--- config.mk ---
export PLATFORM = sky130hd
export DESIGN_NAME = serial_unit
export DESIGN_NICKNAME = d
export VERILOG_FILES = /design/src/inc/serial_pkg.sv /design/src/hw/serial_rx.sv /design/src/hw/serial_unit.sv
export SDC_FILE = /design/constraint.sdc
export NUM_CORES = 1
export LEC_CHECK = 0
export ABC_AREA = 1
export BUFFER_PORTS_ARGS = -buffer_cell sky130_fd_sc_hd__buf_2
export CORE_AREA = 3 3 95 134
export DETAILED_ROUTE_END_ITERATION = 8
export DIE_AREA = 0 0 98 137
export GPL_TIMING_DRIVEN = 0
export PLACE_DENSITY = 0.7
export RECOVER_POWER = 25
export SLEW_MARGIN = 40
export SYNTH_ARGS = -nofsm -noshare
export SYNTH_HDL_FRONTEND = slang
export SYNTH_SLANG_ARGS = --single-unit
--- constraint.sdc ---
create_clock -name i_core_clk -period 3.7 [get_ports i_core_clk]
set_input_delay 0.74 -clock i_core_clk [delete_from_list [all_inputs] [get_ports i_core_clk]]
set_output_delay 0.74 -clock i_core_clk [all_outputs]
set_load 0.05 [all_outputs]
--- src/inc/serial_pkg.sv ---
// Package with constants and types for the asynchronous serial transmit and receive unit.
package serial_pkg;

   // Register offsets on the plain register port.
   localparam logic [2:0] ADDR_OP_MODE    = 3'h0;
   localparam logic [2:0] ADDR_CLOCK_SEL  = 3'h1;
   localparam logic [2:0] ADDR_BAUD_DIV   = 3'h2;
   localparam logic [2:0] ADDR_TX_BUFFER  = 3'h3;
   localparam logic [2:0] ADDR_RX_BUFFER  = 3'h4;
   localparam logic [2:0] ADDR_RX_ERROR   = 3'h5;
   localparam logic [2:0] ADDR_TX_STATUS  = 3'h6;
   localparam logic [2:0] ADDR_IRQ_STATUS = 3'h7;
   localparam logic [3:0] ADDR_IRQ_MASK   = 4'h8;

   // Operation mode register field positions.
   localparam int OP_POWER_BIT  = 7;
   localparam int OP_TXE_BIT    = 6;
   localparam int OP_RXE_BIT    = 5;
   localparam int OP_PS_HI_BIT  = 4;
   localparam int OP_PS_LO_BIT  = 3;
   localparam int OP_CHAR_BIT   = 2;
   localparam int OP_STOP_BIT   = 1;
   localparam int OP_ROUTE_BIT  = 0;
   localparam logic [7:0] OP_MODE_RESET = 8'h01;

   // Reception error flag positions.
   localparam int ERR_PARITY_BIT  = 2;
   localparam int ERR_FRAMING_BIT = 1;
   localparam int ERR_OVERRUN_BIT = 0;

   // Interrupt status bit positions.
   localparam int IRQ_TX_DONE_BIT = 0;
   localparam int IRQ_RX_DONE_BIT = 1;
   localparam int IRQ_RX_ERR_BIT  = 2;
   localparam int IRQ_WIDTH       = 3;

   // Parity selection codes.
   localparam logic [1:0] PAR_NONE = 2'h0;
   localparam logic [1:0] PAR_ZERO = 2'h1;
   localparam logic [1:0] PAR_ODD  = 2'h2;
   localparam logic [1:0] PAR_EVEN = 2'h3;

   localparam logic [7:0] BAUD_DIV_RESET  = 8'h10;
   localparam logic [3:0] CLOCK_SEL_RESET = 4'h0;
   localparam logic [1:0] ENABLE_SYNC_LEN = 2'h2;
   localparam logic [3:0] DATA_BITS_8     = 4'h8;
   localparam logic [3:0] DATA_BITS_7     = 4'h7;

   typedef struct packed {
      logic       power;
      logic       tx_enable_bit;
      logic       rx_enable_bit;
      logic [1:0] parity_sel;
      logic       char_8bit;
      logic       stop_len_sel;
      logic       rx_error_irq_route;
   } op_mode_t;

   typedef struct packed {
      logic parity_err_flag;
      logic framing_err;
      logic overrun_err;
   } rx_error_t;

   typedef enum logic [2:0] {
      SER_IDLE   = 3'b000,
      SER_START  = 3'b001,
      SER_DATA   = 3'b010,
      SER_PARITY = 3'b011,
      SER_STOP   = 3'b100,
      SER_STOP2  = 3'b101
   } ser_state_t;

endpackage : serial_pkg

--- src/hw/serial_rx.sv ---
// Receive shifter of the asynchronous serial unit.
`timescale 1ns/10ps
module serial_rx
(
   input  wire logic                  i_core_clk,
   input  wire logic                  i_rstn,
   input  wire logic                  i_ce,
   input  wire logic                  i_run,
   input  wire logic                  i_tick,
   input  wire logic                  i_rxd,
   input  wire serial_pkg::op_mode_t  i_mode,
   output logic                       o_done,
   output logic [7:0]                 o_data,
   output serial_pkg::rx_error_t      o_err
);

   serial_pkg::ser_state_t state_q;
   logic [3:0]             bit_q;
   logic [7:0]             shift_q;
   logic                   par_q;

   wire [3:0] nbits   = i_mode.char_8bit ? serial_pkg::DATA_BITS_8 : serial_pkg::DATA_BITS_7;
   wire       has_par = i_mode.parity_sel != serial_pkg::PAR_NONE;
   wire       par_bad = (i_mode.parity_sel == serial_pkg::PAR_ODD  && !(par_q ^ i_rxd)) ||
                        (i_mode.parity_sel == serial_pkg::PAR_EVEN &&  (par_q ^ i_rxd));
   wire       last    = bit_q == nbits - 4'h1;

   always_ff @(posedge i_core_clk)
   begin
      if (!i_rstn || !i_run)
      begin
         state_q <= serial_pkg::SER_IDLE;
         bit_q   <= 4'h0;
         shift_q <= 8'h00;
         par_q   <= 1'b0;
         o_done  <= 1'b0;
         o_data  <= 8'h00;
         o_err   <= '0;
      end
      else if (i_ce)
      begin
         o_done <= 1'b0;
         if (i_tick)
         begin
            case (state_q)
               serial_pkg::SER_IDLE:
                  // With one sample per bit the low start sample already opens the frame.
                  if (!i_rxd)
                  begin
                     bit_q   <= 4'h0;
                     par_q   <= 1'b0;
                     state_q <= serial_pkg::SER_DATA;
                  end
               serial_pkg::SER_DATA:
               begin
                  shift_q <= {i_rxd, shift_q[7:1]};
                  par_q   <= par_q ^ i_rxd;
                  bit_q   <= bit_q + 4'h1;
                  if (last)
                     state_q <= has_par ? serial_pkg::SER_PARITY : serial_pkg::SER_STOP;
               end
               serial_pkg::SER_PARITY:
               begin
                  // Zero parity is never checked, so its flag stays clear.
                  o_err.parity_err_flag <= par_bad;
                  state_q               <= serial_pkg::SER_STOP;
               end
               serial_pkg::SER_STOP:
               begin
                  // Only one stop bit is sampled whatever the stop length selection.
                  o_err.framing_err <= !i_rxd;
                  if (!has_par)
                     o_err.parity_err_flag <= 1'b0;
                  o_data  <= i_mode.char_8bit ? shift_q : {1'b0, shift_q[7:1]};
                  o_done  <= 1'b1;
                  state_q <= serial_pkg::SER_IDLE;
               end
               default:
                  state_q <= serial_pkg::SER_IDLE;
            endcase
         end
      end
   end

endmodule : serial_rx

--- src/hw/serial_unit.sv ---
// Top of the asynchronous serial transmit and receive unit with its registers.
`timescale 1ns/10ps
module serial_unit
(
   input  wire logic        i_core_clk,
   input  wire logic        i_rstn,
   input  wire logic        i_ce,
   input  wire logic [3:0]  i_addr,
   input  wire logic [7:0]  i_wdata,
   input  wire logic        i_wr,
   input  wire logic        i_rd,
   output logic      [7:0]  o_rdata,
   output logic             o_wait,
   input  wire logic        i_rxd,
   output logic             o_txd,
   output logic             o_irq
);

   localparam int IRQ_W = serial_pkg::IRQ_WIDTH;

   serial_pkg::op_mode_t   mode_q;
   logic [3:0]             clk_sel_q;
   logic [7:0]             baud_div_q;
   logic [7:0]             rdata_q;
   logic                   wait_q;
   logic [IRQ_W-1:0]       irq_st_q;
   logic [IRQ_W-1:0]       irq_mask_q;
   logic [7:0]             rx_buf_q;
   logic                   rx_full_q;
   serial_pkg::rx_error_t  err_q;
   logic [7:0]             tx_buf_q;
   logic                   tx_buf_full_q;
   logic [8:0]             tx_shift_q;
   logic                   tx_busy_q;
   serial_pkg::ser_state_t tx_state_q;
   logic [3:0]             tx_bit_q;
   logic                   tx_par_q;
   logic [15:0]            pre_q;
   logic [7:0]             baud_q;
   logic                   base_tick_q;
   logic                   tick_q;
   logic [1:0]             txe_sync_q;
   logic [1:0]             rxe_sync_q;
   logic                   rx_done;
   logic [7:0]             rx_data;
   serial_pkg::rx_error_t  rx_err;

   function automatic logic hit(input logic [3:0] a, input logic [3:0] off);
      hit = a == off;
   endfunction : hit

   wire wr_mode   = i_wr && hit(i_addr, {1'b0, serial_pkg::ADDR_OP_MODE});
   wire wr_clk    = i_wr && hit(i_addr, {1'b0, serial_pkg::ADDR_CLOCK_SEL});
   wire wr_baud   = i_wr && hit(i_addr, {1'b0, serial_pkg::ADDR_BAUD_DIV});
   wire wr_txb    = i_wr && hit(i_addr, {1'b0, serial_pkg::ADDR_TX_BUFFER});
   wire wr_irq_st = i_wr && hit(i_addr, {1'b0, serial_pkg::ADDR_IRQ_STATUS});
   wire wr_mask   = i_wr && hit(i_addr, serial_pkg::ADDR_IRQ_MASK);
   wire rd_rxb    = i_rd && hit(i_addr, {1'b0, serial_pkg::ADDR_RX_BUFFER});
   wire rd_err    = i_rd && hit(i_addr, {1'b0, serial_pkg::ADDR_RX_ERROR});

   // Enables pass through two base clock flops, so a disable that is undone before the next base clock is lost.
   wire tx_run = mode_q.power && txe_sync_q[1];
   wire rx_run = mode_q.power && rxe_sync_q[1];

   wire       any_err  = rx_done && (rx_err.parity_err_flag || rx_err.framing_err || rx_full_q);
   wire       overrun  = rx_done && rx_full_q;
   wire       has_par  = mode_q.parity_sel != serial_pkg::PAR_NONE;
   wire [3:0] tx_nbits = mode_q.char_8bit ? serial_pkg::DATA_BITS_8 : serial_pkg::DATA_BITS_7;
   wire       tx_par_v = (mode_q.parity_sel == serial_pkg::PAR_ODD) ? ~tx_par_q :
                         (mode_q.parity_sel == serial_pkg::PAR_EVEN) ? tx_par_q : 1'b0;
   wire       tx_load  = tick_q && tx_state_q == serial_pkg::SER_IDLE && tx_buf_full_q;
   wire       tx_end   = tick_q && ((tx_state_q == serial_pkg::SER_STOP && !mode_q.stop_len_sel)
                         || tx_state_q == serial_pkg::SER_STOP2);

   // With the route bit set, errors go to the receive done event instead of their own.
   wire [IRQ_W-1:0] irq_ev;
   assign irq_ev[serial_pkg::IRQ_TX_DONE_BIT] = tx_end && !tx_buf_full_q;
   assign irq_ev[serial_pkg::IRQ_RX_DONE_BIT] = rx_done && (!any_err || mode_q.rx_error_irq_route);
   assign irq_ev[serial_pkg::IRQ_RX_ERR_BIT]  = any_err && !mode_q.rx_error_irq_route;

   wire [7:0] rd_mux =
      hit(i_addr, {1'b0, serial_pkg::ADDR_OP_MODE})    ? mode_q :
      hit(i_addr, {1'b0, serial_pkg::ADDR_CLOCK_SEL})  ? {4'h0, clk_sel_q} :
      hit(i_addr, {1'b0, serial_pkg::ADDR_BAUD_DIV})   ? baud_div_q :
      hit(i_addr, {1'b0, serial_pkg::ADDR_TX_BUFFER})  ? tx_buf_q :
      hit(i_addr, {1'b0, serial_pkg::ADDR_RX_BUFFER})  ? rx_buf_q :
      hit(i_addr, {1'b0, serial_pkg::ADDR_RX_ERROR})   ? {5'h00, err_q} :
      hit(i_addr, {1'b0, serial_pkg::ADDR_TX_STATUS})  ? {6'h00, tx_buf_full_q, tx_busy_q} :
      hit(i_addr, {1'b0, serial_pkg::ADDR_IRQ_STATUS}) ? {5'h00, irq_st_q} :
      hit(i_addr, serial_pkg::ADDR_IRQ_MASK)           ? {5'h00, irq_mask_q} : 8'h00;

   always_ff @(posedge i_core_clk)
   begin
      if (!i_rstn)
      begin
         mode_q     <= serial_pkg::OP_MODE_RESET;
         clk_sel_q  <= serial_pkg::CLOCK_SEL_RESET;
         baud_div_q <= serial_pkg::BAUD_DIV_RESET;
         irq_mask_q <= '0;
         rdata_q    <= 8'h00;
         wait_q     <= 1'b0;
      end
      else if (i_ce)
      begin
         if (wr_mode)
            mode_q <= i_wdata;
         if (wr_clk)
            clk_sel_q <= i_wdata[3:0];
         if (wr_baud)
            baud_div_q <= i_wdata;
         if (wr_mask)
            irq_mask_q <= i_wdata[IRQ_W-1:0];
         rdata_q <= rd_mux;
         wait_q  <= rd_err;
      end
   end

   // Base clock is the core clock divided by two to the power of the clock selection.
   always_ff @(posedge i_core_clk)
   begin
      if (!i_rstn || !mode_q.power)
      begin
         pre_q       <= 16'h0000;
         baud_q      <= 8'h00;
         base_tick_q <= 1'b0;
         tick_q      <= 1'b0;
         txe_sync_q  <= 2'h0;
         rxe_sync_q  <= 2'h0;
      end
      else if (i_ce)
      begin
         pre_q       <= pre_q + 16'h0001;
         base_tick_q <= (pre_q & ((16'h0001 << clk_sel_q) - 16'h0001)) == 16'h0000;
         tick_q      <= 1'b0;
         if (base_tick_q)
         begin
            txe_sync_q <= {txe_sync_q[0], mode_q.tx_enable_bit};
            rxe_sync_q <= {rxe_sync_q[0], mode_q.rx_enable_bit};
            baud_q     <= (baud_q == baud_div_q) ? 8'h00 : baud_q + 8'h01;
            tick_q     <= baud_q == baud_div_q;
         end
      end
   end

   always_ff @(posedge i_core_clk)
   begin
      if (!i_rstn)
      begin
         rx_buf_q  <= 8'h00;
         rx_full_q <= 1'b0;
         err_q     <= '0;
         irq_st_q  <= '0;
      end
      else if (i_ce)
      begin
         if (rd_rxb)
            rx_full_q <= 1'b0;
         if (rd_err)
            err_q <= '0;
         if (rx_done)
         begin
            err_q <= {rx_err.parity_err_flag, rx_err.framing_err, rx_full_q};
            if (!rx_full_q || rd_rxb)
            begin
               rx_buf_q  <= rx_data;
               rx_full_q <= 1'b1;
            end
         end
         irq_st_q <= (irq_st_q & ~(wr_irq_st ? i_wdata[IRQ_W-1:0] : '0)) | irq_ev;
      end
   end

   // Transmitter: buffer-full and shift-busy flags follow the data path.
   always_ff @(posedge i_core_clk)
   begin
      if (!i_rstn || !tx_run)
      begin
         tx_buf_q      <= 8'h00;
         tx_buf_full_q <= 1'b0;
         tx_shift_q    <= 9'h000;
         tx_busy_q     <= 1'b0;
         tx_state_q    <= serial_pkg::SER_IDLE;
         tx_bit_q      <= 4'h0;
         tx_par_q      <= 1'b0;
         o_txd         <= 1'b1;
      end
      else if (i_ce)
      begin
         if (wr_txb)
         begin
            tx_buf_q      <= i_wdata;
            tx_buf_full_q <= 1'b1;
         end
         else if (tx_load)
            tx_buf_full_q <= 1'b0;
         if (tick_q)
         begin
            case (tx_state_q)
               serial_pkg::SER_IDLE:
                  if (tx_buf_full_q)
                  begin
                     tx_shift_q <= {1'b1, tx_buf_q};
                     tx_busy_q  <= 1'b1;
                     tx_par_q   <= 1'b0;
                     tx_bit_q   <= 4'h0;
                     o_txd      <= 1'b0;
                     tx_state_q <= serial_pkg::SER_DATA;
                  end
               serial_pkg::SER_DATA:
               begin
                  o_txd      <= tx_shift_q[0];
                  tx_par_q   <= tx_par_q ^ tx_shift_q[0];
                  tx_shift_q <= {1'b1, tx_shift_q[8:1]};
                  tx_bit_q   <= tx_bit_q + 4'h1;
                  if (tx_bit_q == tx_nbits - 4'h1)
                     tx_state_q <= has_par ? serial_pkg::SER_PARITY : serial_pkg::SER_STOP;
               end
               serial_pkg::SER_PARITY:
               begin
                  o_txd      <= tx_par_v;
                  tx_state_q <= serial_pkg::SER_STOP;
               end
               serial_pkg::SER_STOP:
               begin
                  o_txd      <= 1'b1;
                  tx_state_q <= mode_q.stop_len_sel ? serial_pkg::SER_STOP2
                                                    : serial_pkg::SER_START;
               end
               serial_pkg::SER_STOP2:
               begin
                  tx_state_q <= serial_pkg::SER_START;
               end
               serial_pkg::SER_START:
               begin
                  // Holds the line high for one more bit period, whatever the stop length, before the next frame.
                  tx_busy_q  <= 1'b0;
                  tx_state_q <= serial_pkg::SER_IDLE;
               end
               default:
                  tx_state_q <= serial_pkg::SER_IDLE;
            endcase
         end
      end
   end

   serial_rx u_rx
   (
      .i_core_clk (i_core_clk),
      .i_rstn     (i_rstn),
      .i_ce       (i_ce),
      .i_run      (rx_run),
      .i_tick     (tick_q),
      .i_rxd      (i_rxd),
      .i_mode     (mode_q),
      .o_done     (rx_done),
      .o_data     (rx_data),
      .o_err      (rx_err)
   );

   assign o_rdata = rdata_q;
   assign o_wait  = wait_q;
   assign o_irq   = |(irq_st_q & irq_mask_q);

endmodule : serial_unit

== Yosys cells after proc, flatten, opt, wreduce, memory -nomap -nowiden ==
Cells that the tools add are included.
W data, S select, Z words.
Storage, ports and cells
  bits of input ports: 18
  logic and storage cells: 200
  output and inout bits: 11
  register bits after elaboration: 132
Cells by class
  add/sub/neg operators: 6
  shift operators: 1
  equality and inequality tests: 26
  mux-type cells: 48
  reductions and logical operators: 71
  bitwise logic cells: 8
Operators with widths (number)
  $mux W8: 7
  $mux W3: 13
  $reduce_and A4 Y1: 7
  $logic_and A1 B1 Y1: 20
  $pmux W9 S2: 1
  $add A16 B1 Y16 const B: 1
  $and A16 B16 Y16: 1
  $eq A4 B3 Y1 const B: 4
  $logic_not A16 Y1: 1
  $pmux W4 S2: 2
  $reduce_and A2 Y1: 8
  $shl A1 B4 Y16 const A: 1
  $sub A16 B1 Y16 const B: 1
  $pmux W3 S5: 1
  $mux W1: 14
  $reduce_bool A2 Y1: 7
  $eq A3 B2 Y1 const B: 4
  $mux W4: 3
  $logic_not A1 Y1: 11
  $eq A3 B3 Y1 const B: 3
  $logic_or A1 B1 Y1: 9
  $mux W9: 1
  $pmux W3 S3: 1
  $reduce_and A3 Y1: 3
  23 further kinds: 36

== Logic depth before layout (Yosys ltp) ==
Gate-level depths: netlist of the first run.
  depth in word-level cells: 10
  depth in mapped cells: 14
  gate-level depth less buffers: 13

== By module ==
Synthesis of the first run repeated with hierarchy kept, for this count alone.
Second synthesis, totals
  cell total of the unflattened synthesis: 890
  area, all modules: 6286.0 µm²
Modules (own cells, without submodules)
  serial_unit: area each 4973.5 µm², times used 1, seq. area each 2082.0 µm², cells an instance 706
  serial_rx: area each 1312.5 µm², times used 1, seq. area each 540.5 µm², cells an instance 184

== Worst setup path after synthesis of the first run ==
Ideal clock, no wire load.
  path kind: input-to-reg
  from: input i_ce
  to: register baud_q[7]
  arrival: 1695 ps
  slack: 1888 ps
  library setup time: 117 ps
  cell stages on the path: 7
  path buffers: 1
  required time: 3583 ps
  path through: buf_4 > nand2_2 > nor3_1 > nand3_1 > nand3b_1 > o21ai_0 > nor2_1
Between the ends
  word-level cells in the longest chain between the ends: 1
Ends and longest elaborated chain
  start, declared: RTL line serial_unit.sv:7  | input wire logic i_ce,
  $reduce_and A2 Y1 (no line)
  end signal, assigned: RTL line serial_unit.sv:139  | baud_q <= (baud_q == baud_div_q) ? 8'h00 : baud_q + 8'h01;
  end, declared: RTL line serial_unit.sv:39  | logic [7:0] baud_q;
Every way passes these cells.
A chain may end at the register's enable or synchronous reset.

==> results of run 1 <==
-- layout by cell type, fill, tap and decap left out, drive strengths merged, types with 11 or more instances in the layout --
master,count
nand2,182
dfxtp,131
o21ai,117
inv,113
nor2,104
a21oi,101
nand3,44
buf,41
clkbuf,39
nor3,19
nand4,11
-- cells by family (layout without fill, tap and decap cells) --
group	Yosys count	in the layout
DFF	131	131
and+or+nand+nor	370	370
other	0	1
AOI/OAI and AO/OA	238	238
xor gates and xnor gates	16	16
buffers and inverters	142	198
adders and majority gates	5	5
-- synth_stat cells, types with 4 or more instances --
library cell / instances
a21oi_1: 99
nor2_4: 7
nor3_1: 15
nand4_1: 11
buf_2: 12
o211ai_1: 4
ha_1: 5
nand2_2: 10
dfxtp_1: 131
xor2_1: 10
nand2_1: 169
inv_1: 102
xnor2_1: 6
clkbuf_1: 10
o21ai_0: 114
nor2_2: 8
nand3_1: 43
nor2_1: 89
a31oi_1: 5
inv_2: 9
-- routing by layer --
layer / up-vias / routed length [um] / global-route usage [%]
met3: 32 / 651 / 4.49
met5: - / 0 / 0
met2: 143 / 8800 / 46.2
li1: 3053 / - / -
met1: 2660 / 6520 / 28.4
met4: 0 / 523 / 12.2
-- power by group --
part	internal [mW]	switching [mW]	leakage (nW)
clock network	1.00	0.593	0.272
registers	1.42	0.00499	1.06
logic	0.0304	0.0857	1.43
-- sequential cells by signal, summed over array words and instances, names as in the netlist, 2 cells and up --
| name | count |
|---|---|
| err_q | 3 |
| tx_state_q | 3 |
| u_rx.shift_q | 8 |
| baud_q | 8 |
| irq_mask_q | 3 |
| mode_q | 8 |
| o_rdata | 8 |
| u_rx.o_data | 8 |
| u_rx.o_err | 2 |
| u_rx.state_q | 3 |
| irq_st_q | 3 |
| u_rx.bit_q | 4 |
| baud_div_q | 8 |
| clk_sel_q | 4 |
| pre_q | 15 |
| rx_buf_q | 8 |
| tx_buf_q | 8 |
| rxe_sync_q | 2 |
| txe_sync_q | 2 |
| tx_bit_q | 4 |
| tx_shift_q | 9 |
-- per-stage QoR --
| step | std cells | utilization (%) | worst slack (ns) | total power, mW |
|---|---|---|---|---|
| floorplan | 902 | - | 1.89 | 1.53 |
| global placement | 1075 | 56.9 | 1.50 | 1.57 |
| detailed placement | 1075 | 56.9 | 1.48 | 1.57 |
| CTS | 1105 | 61.6 | 1.72 | 3.16 |
| global route | 1105 | 61.3 | 1.34 | 3.22 |
| finish | 1106 | 61.4 | 1.47 | 3.14 |
-- worst max-delay path by stage --
stage	start	end	slack, ns	cells past startpoint
final	i_ce	o_rdata[3]$_SDFFE_PN0P_	1.47	5
after global routing	i_ce	tx_shift_q[0]$_SDFFE_PP0P_	1.34	8
after CTS	irq_mask_q[0]$_SDFFE_PN0P_	o_irq	1.72	3
after detailed placement	i_ce	o_rdata[3]$_SDFFE_PN0P_	1.48	5
after global placement	i_ce	o_rdata[3]$_SDFFE_PN0P_	1.50	5
after floorplan	i_ce	baud_q[7]$_SDFFE_PP0P_	1.89	7
-- final cells by class --
class	instances	area, sq um
repair buffers	26	130
clock inverters	4	47.5
clock buffers	26	509
plain buffers	28	140
fillers	1132	4520
flip-flops and latches	131	2620
inverters	114	437
diodes	1	2.50
well taps	147	184
multi-input cells	629	3110
-- worst max-delay path: cells and delay by family --
kind                   cells  cell delay (ns)
buffers and inverters      3             1.31
AOI/OAI and AO/OA          2             0.51
==> insert_results.sql, run 1 <==
INSERT INTO impl_metrics (metric_group, metric, value, unit) VALUES
('clocking', 'clk_latency', '0.41', 'ns'),
('min_path', 'hold_path_depth', '2', ''),
('worst_setup_path', 'critPathMaxStageDelay', '0.48', 'ns'),
('grt', 'global_routing_usage_summed_across_all_routing_layers', '25.3', '%'),
('clocking', 'post-cts-setup-buffer-count', '0', ''),
('sta', 'min_period', '2.23', 'ns'),
('synthesis', 'number_of_flops_mapped_to_enable_cells_by_yosys', '0', ''),
('clocking', 'post_cts.resized_instances', '0', ''),
('floorplan', 'rows', '47', ''),
('synthesis', 'synth.top_cell.area_share', '41.4', '%'),
('floorplan', 'start_util', '54.2', '%'),
('pwr', 'vdd_ir_drop_max', '236', 'uV'),
('floorplan', 'design.core.area', '11700', 'sq um'),
('synthesis', 'yosysSeqAreaShare', '41.4', '%'),
('cells_and_area', 'area_growth_from_synthesis_to_layout', '13.3', '%'),
('synthesis', 'syn-mean-instance-area', '7.03', 'sq um'),
('cells_and_area', 'final_layout_size_suffix_gt1_share', '11.4', '%'),
('clocking', 'cts_max_path_buffers', '2', ''),
('min_path', 'holdPathEnd', 'tx_shift_q[2]$_SDFFE_PP0P_', ''),
('worst_setup_path', 'timing.critical_path.cells', 'clkbuf_1 -> clkbuf_1 -> clkbuf_1 -> o21ai_0 -> a21oi_1', ''),
('min_path', 'hold_path_startpoint', 'tx_shift_q[2]$_SDFFE_PP0P_', ''),
('sta', 'setup-violations-final', '0', ''),
('clocking', 'path_clk_slew', '0.05', 'ns'),
('worst_setup_path', 'crit_type', 'in -> reg', ''),
('routing', 'drt_iter0_markers', '319', ''),
('clocking', 'cts_htree_levels', '4', ''),
('synthesis', 'postSynthRegisterBits', '131', ''),
('synthesis', 'yosys_cell_types', '45', ''),
('worst_setup_path', 'required', '4.04', 'ns'),
('worst_setup_path', 'worst_setup_path_start_kind', 'primary input', ''),
('clocking', 'clock_sink_count', '131', ''),
('worst_setup_path', 'crit_path_top_delay_cell', 'clkbuf_1', ''),
('floorplan', 'boundaryPins', '29', ''),
('cells_and_area', 'fin_nets', '970', ''),
('sta', 'final_min_period_over_clock_period', '60.3', '%'),
('synthesis', 'synth_compound_gate_area_share', '19.7', '%'),
('worst_setup_path', 'crit_top_cell', 'clkbuf_1', ''),
('synthesis', 'synth.top_cells.by_area', 'dfxtp_1 (41%), nand2_1 (10%), o21ai_0 (9.0%)', ''),
('routing', 'drc', '0', ''),
('grt', 'number_of_global_route_vias_before_repair', '5460', ''),
('worst_setup_path', 'cp_data_arrival_time', '2.57', 'ns'),
('sta', 'achievable-frequency', '448', 'MHz'),
('clocking', 'tritoncts', 'yes', ''),
('synthesis', 'synthesis.nets', '925', ''),
('clocking', 'root_buffer', 'clkbuf_16', ''),
('placement', 'placement.io_buffers', '26', ''),
('synthesis', 'synth_top_area_cell', 'dfxtp_1', ''),
('synthesis', 'synth.mux.area_fraction', '0', '%'),
('sta', 'worst_clock_skew', '0.00619', 'ns'),
('floorplan', 'die-width', '98', 'um'),
('clocking', 'numCtsBuffers', '17', ''),
('floorplan', 'die_h', '137', 'um'),
('placement', 'place.detailed.hpwl', '12500', 'um'),
('worst_setup_path', 'r2r_setup_slack', '1.77', 'ns'),
('synthesis', 'synth-async-reset-ratio', '0', '%'),
('worst_setup_path', 'reg2regPathDepth', '14', ''),
('worst_setup_path', 'cp_max_fo', '10', ''),
('synthesis', 'syn_inst', '902', ''),
('grt', 'largest_net_degree_at_the_start_of_global_routing', '17', ''),
('sta', 'worstMarginPinSlew', '0.633', 'ns'),
('placement', 'gp_congestion', '0.917', ''),
('synthesis', 'yosys.area_share.simple', '26.5', '%'),
('min_path', 'hold_class', 'reg -> reg', ''),
('grt', 'number_of_antenna_violations_at_the_first_check_in_global_routing', '0', ''),
('routing', 'detail_route.vias_per_cell', '5.32', ''),
('synthesis', 'synth.yosys.warnings', '0', ''),
('sta', 'setup_repair_after_global_routing_missed_its_margin', 'false', ''),
('routing', 'firstDrtPassIters', '5', ''),
('worst_setup_path', 'rr_startpoint', 'clk_sel_q[0]$_SDFFE_PN0P_', ''),
('run_status', 'run_status', 'finished clean', ''),
('grt', 'grt_first_pass_wirelength', '27100', 'um');
Power figures use the tool's default switching activity.
==> run 2: changes to the inputs <==
clock period = 2.17 ns   (was 3.7 ns; I/O delays follow)
==> insert_results.sql, run 2 (same netlist as run 1, synthesis figures left out) <==
INSERT INTO impl_metrics (metric_group, metric, value, unit) VALUES
('run_status', 'run_status', 'finished clean', ''),
('floorplan', 'rows', '47', ''),
('routing', 'firstDrtPassIters', '7', ''),
('sta', 'setup_repair_after_global_routing_missed_its_margin', 'false', ''),
('grt', 'global_routing_usage_summed_across_all_routing_layers', '25.4', '%'),
('worst_setup_path', 'worstSetupEndpointType', 'register', ''),
('floorplan', 'boundaryPins', '29', ''),
('worst_setup_path', 'crit_type', 'in -> reg', ''),
('cells_and_area', 'area_growth_from_synthesis_to_layout', '13.1', '%'),
('worst_setup_path', 'worst_setup_path_start_kind', 'primary input', ''),
('worst_setup_path', 'critPathMaxStageDelay', '0.49', 'ns'),
('sta', 'min_period', '1.98', 'ns'),
('worst_setup_path', 'cp_max_fo', '10', ''),
('placement', 'place_worst_setup_slack', '0.251', 'ns'),
('clocking', 'cts_htree_levels', '4', ''),
('clocking', 'tritoncts', 'yes', ''),
('cells_and_area', 'layout.cells.most_common', 'nand2_1', ''),
('worst_setup_path', 'cp_data_arrival_time', '2.32', 'ns'),
('cells_and_area', 'final_layout_size_suffix_gt1_share', '11.0', '%'),
('worst_setup_path', 'required', '2.51', 'ns'),
('pwr', 'power.share.sequential', '45.3', '%'),
('routing', 'postRouteAntennaNets', '0', ''),
('min_path', 'holdPathEnd', 'tx_buf_q[5]$_SDFFE_PP0P_', ''),
('sta', 'final_hold_fails', '0', ''),
('worst_setup_path', 'timing.critical_path.buf_inv', '3', ''),
('floorplan', 'die-area', '13400', 'sq um'),
('worst_setup_path', 'worstReg2RegEnd', 'base_tick_q$_SDFFE_PP0P_', ''),
('clocking', 'clock_sink_count', '131', ''),
('min_path', 'hold_path_depth', '3', ''),
('cells_and_area', 'fin_nets', '970', ''),
('pwr', 'total_power', '5.36', 'mW'),
('cells_and_area', 'antennaDiodeCount', '0', ''),
('placement', 'placement.io_buffers', '26', ''),
('routing', 'num_vias', '5889', ''),
('routing', 'detail_route.vias_per_cell', '5.33', ''),
('min_path', 'hold_class', 'in -> reg', ''),
('worst_setup_path', 'r2r_setup_slack', '0.25', 'ns'),
('cells_and_area', 'largest_register_ffs', '15', ''),
('floorplan', 'start_util', '54.2', '%'),
('pwr', 'p_leak', '2.75', 'nW'),
('placement', 'gp_congestion', '0.917', ''),
('job', 'drv.max_cap_violation_count', '0', ''),
('clocking', 'root_buffer', 'clkbuf_16', ''),
('cells_and_area', 'fin_area', '7170', 'sq um'),
('routing', 'post_drt_wl_per_cell', '14.9', 'um'),
('pwr', 'cellInternalPower', '4.18', 'mW'),
('clocking', 'path_clk_slew', '0.05', 'ns'),
('sta', 'slew_violations', '0', ''),
('worst_setup_path', 'timing.critical_path.cells', 'clkbuf_1 -> clkbuf_1 -> clkbuf_1 -> o21ai_0 -> a21oi_1', ''),
('pwr', 'power_frac_comb', '3.7', '%'),
('floorplan', 'design.core.area', '11700', 'sq um'),
('placement', 'place.detailed.hpwl', '12500', 'um'),
('sta', 'worst_clock_skew', '0.00867', 'ns'),
('routing', 'routed_wirelength', '16500', 'um'),
('pwr', 'power.net_switching', '1.17', 'mW'),
('grt', 'number_of_antenna_violations_at_the_first_check_in_global_routing', '0', ''),
('clocking', 'numCtsBuffers', '17', ''),
('clocking', 'cts_max_path_buffers', '2', ''),
('cells_and_area', 'largest_registers', 'pre_q (15), tx_shift_q (9)', ''),
('grt', 'total_grt_overflow', '0', ''),
('clocking', 'holdBufCountCts', '0', ''),
('routing', 'drc', '0', ''),
('sta', 'setup-violations-final', '0', ''),
('cells_and_area', 'mostFrequentLayoutCells', 'nand2_1 (174), dfxtp_1 (131), o21ai_0 (114)', ''),
('pwr', 'clock_network_fraction_of_design_power', '51.0', '%'),
('sta', 'final_min_period_over_clock_period', '91.4', '%'),
('grt', 'grt_first_pass_wirelength', '27100', 'um'),
('worst_setup_path', 'crit_path_top_delay_cell', 'clkbuf_1', ''),
('min_path', 'hold_path_startpoint', 'i_wdata[5]', ''),
('routing', 'drt_iter0_markers', '310', ''),
('floorplan', 'die-width', '98', 'um'),
('clocking', 'clk_latency', '0.42', 'ns'),
('pwr', 'switching_share', '21.9', '%'),
('worst_setup_path', 'reg2regPathDepth', '14', ''),
('worst_setup_path', 'crit_top_cell', 'clkbuf_1', ''),
('cells_and_area', 'registers.top_by_ff_count', 'pre_q', ''),
('grt', 'number_of_global_route_vias_before_repair', '5464', ''),
('sta', 'normalized_max_slew_margin', '58.3', '%'),
('pwr', 'vdd_ir_drop_max', '408', 'uV'),
('sta', 'final.setup.worst_slack', '0.187', 'ns'),
('cells_and_area', 'core_utilization_of_the_finished_layout', '61.3', '%'),
('pwr', 'powerDensity', '747', 'nW/um^2'),
('sta', 'worstMarginPinSlew', '0.626', 'ns'),
('worst_setup_path', 'critical-path-top-delay-family', 'buffers and inverters', ''),
('worst_setup_path', 'rr_startpoint', 'clk_sel_q[0]$_SDFFE_PN0P_', ''),
('sta', 'finalSetupTns', '0', 'ns'),
('floorplan', 'die_h', '137', 'um'),
('placement', 'placedInstanceArea', '6650', 'sq um'),
('sta', 'achievable-frequency', '504', 'MHz'),
('grt', 'largest_net_degree_at_the_start_of_global_routing', '17', '');
[run 2: metal layers]
metal  up-vias  global-route usage (%)  share of wire (%)
met4         0                    12.5                3.9
met2       119                    46.3                 53
met1      2671                    28.2                 40
li1       3056                       -                  -
met3        43                    4.49                3.2
met5         -                       0                  0
[run 2: power groups by stage]
stage | Clock (mW) | Combinational, mW | Sequential [mW]
after detailed placement | 0 | 0.197 | 2.48
after global routing | 2.85 | 0.215 | 2.43
final | 2.73 | 0.196 | 2.43
after global placement | 0 | 0.197 | 2.48
after floorplan | 0 | 0.106 | 2.50
after CTS | 2.76 | 0.198 | 2.43
[run 2: worst max path at each step]
stage / depth (start not counted) / slack [ns] / end / from
2_1_floorplan: 14 / 0.54 / base_tick_q$_SDFFE_PP0P_ / clk_sel_q[0]$_SDFFE_PN0P_
4_1_cts: 13 / 0.24 / base_tick_q$_SDFFE_PP0P_ / clk_sel_q[2]$_SDFFE_PN0P_
5_1_grt: 14 / 0.06 / base_tick_q$_SDFFE_PP0P_ / clk_sel_q[0]$_SDFFE_PN0P_
3_5_place_dp: 13 / 0.25 / base_tick_q$_SDFFE_PP0P_ / clk_sel_q[2]$_SDFFE_PN0P_
3_3_place_gp: 13 / 0.26 / base_tick_q$_SDFFE_PP0P_ / clk_sel_q[2]$_SDFFE_PN0P_
6_report: 5 / 0.19 / o_rdata[3]$_SDFFE_PN0P_ / i_ce
[run 2: final cells by class]
type | count | area [sq um]
Clock buffer | 26 | 509
Sequential cell | 131 | 2620
Fill cell | 1132 | 4530
Tap cell | 147 | 184
Clock inverter | 4 | 47.5
Inverter | 114 | 437
Buffer | 28 | 140
Timing Repair Buffer | 26 | 129
Multi-Input combinational cell | 629 | 3100
[run 2: through the flow]
stage	std cells	hold slack [ns]
floorplan	902	0.424
global placement	1075	0.433
detailed placement	1075	0.438
CTS	1105	0.286
global route	1105	0.302
finish	1105	0.290
[run 2: worst min-delay path: stages]
cell and delay, ns:
buf_2 0.11, nor2_1 0.05, nor2_1 0.08
[run 2: timing repair]
item | CTS | global route
buffers inserted | 0 | 0
resized for setup | 0 | 1
setup endpoints to repair | 0 | 1
==> run 3: changes to the inputs <==
BUFFER_PORTS_ARGS = -buffer_cell sky130_fd_sc_hd__buf_4   (was -buffer_cell sky130_fd_sc_hd__buf_2)
CORE_AREA = 2 2 94 133   (was 3 3 95 134)
DIE_AREA = 0 0 96 135   (was 0 0 98 137)
==> insert_results.sql, run 3 (same netlist as run 1, synthesis figures left out) <==
INSERT INTO impl_metrics (metric_group, metric, value, unit) VALUES
('routing', 'firstDrtPassIters', '5', ''),
('placement', 'placement.io_buffers', '26', ''),
('sta', 'final_hold_fails', '0', ''),
('cells_and_area', 'num-fill-cells', '1110', ''),
('routing', 'detail_route.vias_per_cell', '5.30', ''),
('pwr', 'cellInternalPower', '4.17', 'mW'),
('cells_and_area', 'instances_no_fill', '1107', ''),
('worst_setup_path', 'cp_data_arrival_time', '2.33', 'ns'),
('sta', 'normalized_max_slew_margin', '60.0', '%'),
('placement', 'placedInstanceArea', '6720', 'sq um'),
('pwr', 'vdd_ir_drop_max', '560', 'uV'),
('routing', 'routed_wirelength', '16100', 'um'),
('sta', 'slew_violations', '0', ''),
('sta', 'final_min_period_over_clock_period', '91.1', '%'),
('grt', 'global_routing_usage_summed_across_all_routing_layers', '25.7', '%'),
('clocking', 'path_clk_slew', '0.06', 'ns'),
('cells_and_area', 'mostFrequentLayoutCells', 'nand2_1 (173), dfxtp_1 (131), o21ai_0 (114)', ''),
('clocking', 'clock_sink_count', '131', ''),
('clocking', 'tritoncts', 'yes', ''),
('cells_and_area', 'final_layout_size_suffix_gt1_share', '11.8', '%'),
('pwr', 'switching_share', '23.6', '%'),
('sta', 'setup-violations-final', '0', ''),
('clocking', 'root_buffer', 'clkbuf_16', ''),
('sta', 'final.setup.worst_slack', '0.192', 'ns'),
('grt', 'grt_first_pass_wirelength', '25600', 'um'),
('grt', 'number_of_global_route_vias_before_repair', '5395', ''),
('pwr', 'power_frac_comb', '3.8', '%'),
('worst_setup_path', 'worst_setup_path_start_kind', 'primary input', ''),
('worst_setup_path', 'worstSetupEndpointType', 'register', ''),
('cells_and_area', 'registers.top_by_ff_count', 'pre_q', ''),
('floorplan', 'die-width', '96', 'um'),
('worst_setup_path', 'cp_max_fo', '10', ''),
('floorplan', 'start_util', '54.2', '%'),
('clocking', 'numCtsBuffers', '17', ''),
('cells_and_area', 'largest_register_ffs', '15', ''),
('cells_and_area', 'fin_area', '7260', 'sq um'),
('pwr', 'power.net_switching', '1.29', 'mW'),
('clocking', 'cts_max_path_buffers', '2', ''),
('sta', 'worst_clock_skew', '0.00836', 'ns'),
('placement', 'gp_congestion', '0.961', ''),
('placement', 'place_worst_setup_slack', '0.256', 'ns'),
('floorplan', 'boundaryPins', '29', ''),
('pwr', 'clock_network_fraction_of_design_power', '51.8', '%'),
('placement', 'place.detailed.hpwl', '12200', 'um'),
('cells_and_area', 'area_growth_from_synthesis_to_layout', '14.5', '%'),
('worst_setup_path', 'crit_type', 'in -> reg', ''),
('routing', 'drt_iter0_markers', '252', ''),
('routing', 'drc', '0', ''),
('clocking', 'cts_htree_levels', '4', ''),
('cells_and_area', 'layout.cells.most_common', 'nand2_1', ''),
('floorplan', 'rows', '47', ''),
('pwr', 'p_leak', '2.76', 'nW'),
('grt', 'largest_net_degree_at_the_start_of_global_routing', '17', ''),
('routing', 'highest_layer', 'met4', ''),
('sta', 'worst_hold_slack', '0.258', 'ns'),
('floorplan', 'die_h', '135', 'um'),
('sta', 'worstMarginPinSlew', '0.600', 'ns'),
('routing', 'met3_wl_post_dr', '524', 'um'),
('clocking', 'post-cts-setup-buffer-count', '0', ''),
('clocking', 'holdBufCountCts', '0', ''),
('cells_and_area', 'fin_nets', '970', ''),
('cells_and_area', 'area_used_by_multi_input_combinational_logic', '3100', 'sq um'),
('min_path', 'hold_class', 'in -> reg', ''),
('cells_and_area', 'antennaDiodeCount', '0', ''),
('placement', 'place.detailed.instances', '1075', ''),
('run_status', 'run_status', 'finished clean', ''),
('floorplan', 'die-area', '13000', 'sq um'),
('routing', 'post_drt_wl_per_cell', '14.6', 'um'),
('routing', 'postRouteAntennaNets', '0', ''),
('routing', 'wl_met2', '8280', 'um'),
('sta', 'setup_repair_after_global_routing_missed_its_margin', 'false', ''),
('clocking', 'post_cts.resized_instances', '0', ''),
('worst_setup_path', 'required', '2.53', 'ns'),
('sta', 'min_period', '1.98', 'ns'),
('grt', 'number_of_antenna_violations_at_the_first_check_in_global_routing', '0', ''),
('pwr', 'powerDensity', '753', 'nW/um^2'),
('grt', 'total_grt_overflow', '0', ''),
('routing', 'num_vias', '5866', ''),
('cells_and_area', 'largest_registers', 'pre_q (15), tx_shift_q (9)', ''),
('cells_and_area', 'seqCellArea', '2620', 'sq um'),
('clocking', 'clk_latency', '0.42', 'ns'),
('floorplan', 'design.core.area', '11700', 'sq um'),
('sta', 'finalSetupTns', '0', 'ns'),
('sta', 'achievable-frequency', '506', 'MHz'),
('job', 'drv.max_cap_violation_count', '0', ''),
('routing', 'wl_met1', '6710', 'um'),
('pwr', 'power.share.sequential', '44.4', '%');
run 3: cell types whose count changed in the layout (fill, tap and decap cells not counted), sizes merged:
| cell | before | now |
|---|---|---|
| clkbuf | 40 | 30 |
| bufinv | 1 | 2 |
| buf | 40 | 41 |
| clkinvlp | 2 | 6 |
| clkinv | 2 | 5 |
| inv | 113 | 116 |
run 3: power by group through the flow:
stage | sequential [mW] | combinational (mW) | clock (mW)
2_1_floorplan | 2.50 | 0.106 | 0
3_3_place_gp | 2.48 | 0.210 | 0
3_5_place_dp | 2.48 | 0.210 | 0
4_1_cts | 2.43 | 0.211 | 2.85
5_1_grt | 2.43 | 0.223 | 2.96
6_report | 2.43 | 0.208 | 2.83
run 3: area by class of cell:
cell class | count | share of cell area (%)
timing repair buffer | 26 | 2.64
buffer | 28 | 1.95
multi-input combinational | 629 | 42.7
tap | 147 | 2.53
clock inverter | 15 | 2.15
clock buffer | 17 | 5.86
inverter | 114 | 6.02
sequential | 131 | 36.1
run 3: through the flow:
| step | utilization, % | total power, mW |
|---|---|---|
| 3_3_place_gp | 57.4 | 2.69 |
| 5_1_grt | 62.0 | 5.61 |
| 3_5_place_dp | 57.4 | 2.69 |
| 6_report | 62.0 | 5.46 |
| 4_1_cts | 62.4 | 5.49 |
| 2_1_floorplan | - | 2.60 |
run 3: worst paths after layout:
check                        startpoint                    endpoint  slack [ns]  depth (start not counted)
max                                i_ce     o_rdata[3]$_SDFFE_PN0P_        0.19                          5
min                          i_wdata[4]  baud_div_q[4]$_SDFFE_PN1P_        0.26                          3
max reg2reg   clk_sel_q[2]$_SDFFE_PN0P_    base_tick_q$_SDFFE_PP0P_        0.24                         13
min reg2reg  tx_shift_q[2]$_SDFFE_PP0P_  tx_shift_q[2]$_SDFFE_PP0P_        0.45                          2
run 3: per-layer routing:
layer | up-vias | GRT usage [%]
met4 | 0 | 12.2
met3 | 37 | 4.85
met2 | 106 | 45.5
li1 | 3060 | -
met1 | 2663 | 28.9
met5 | - | 0
run 3: critical path, cell delays in order:
cell      delay, ns
clkbuf_1       0.36
clkbuf_1       0.51
clkbuf_1       0.48
o21ai_0        0.35
a21oi_1        0.19
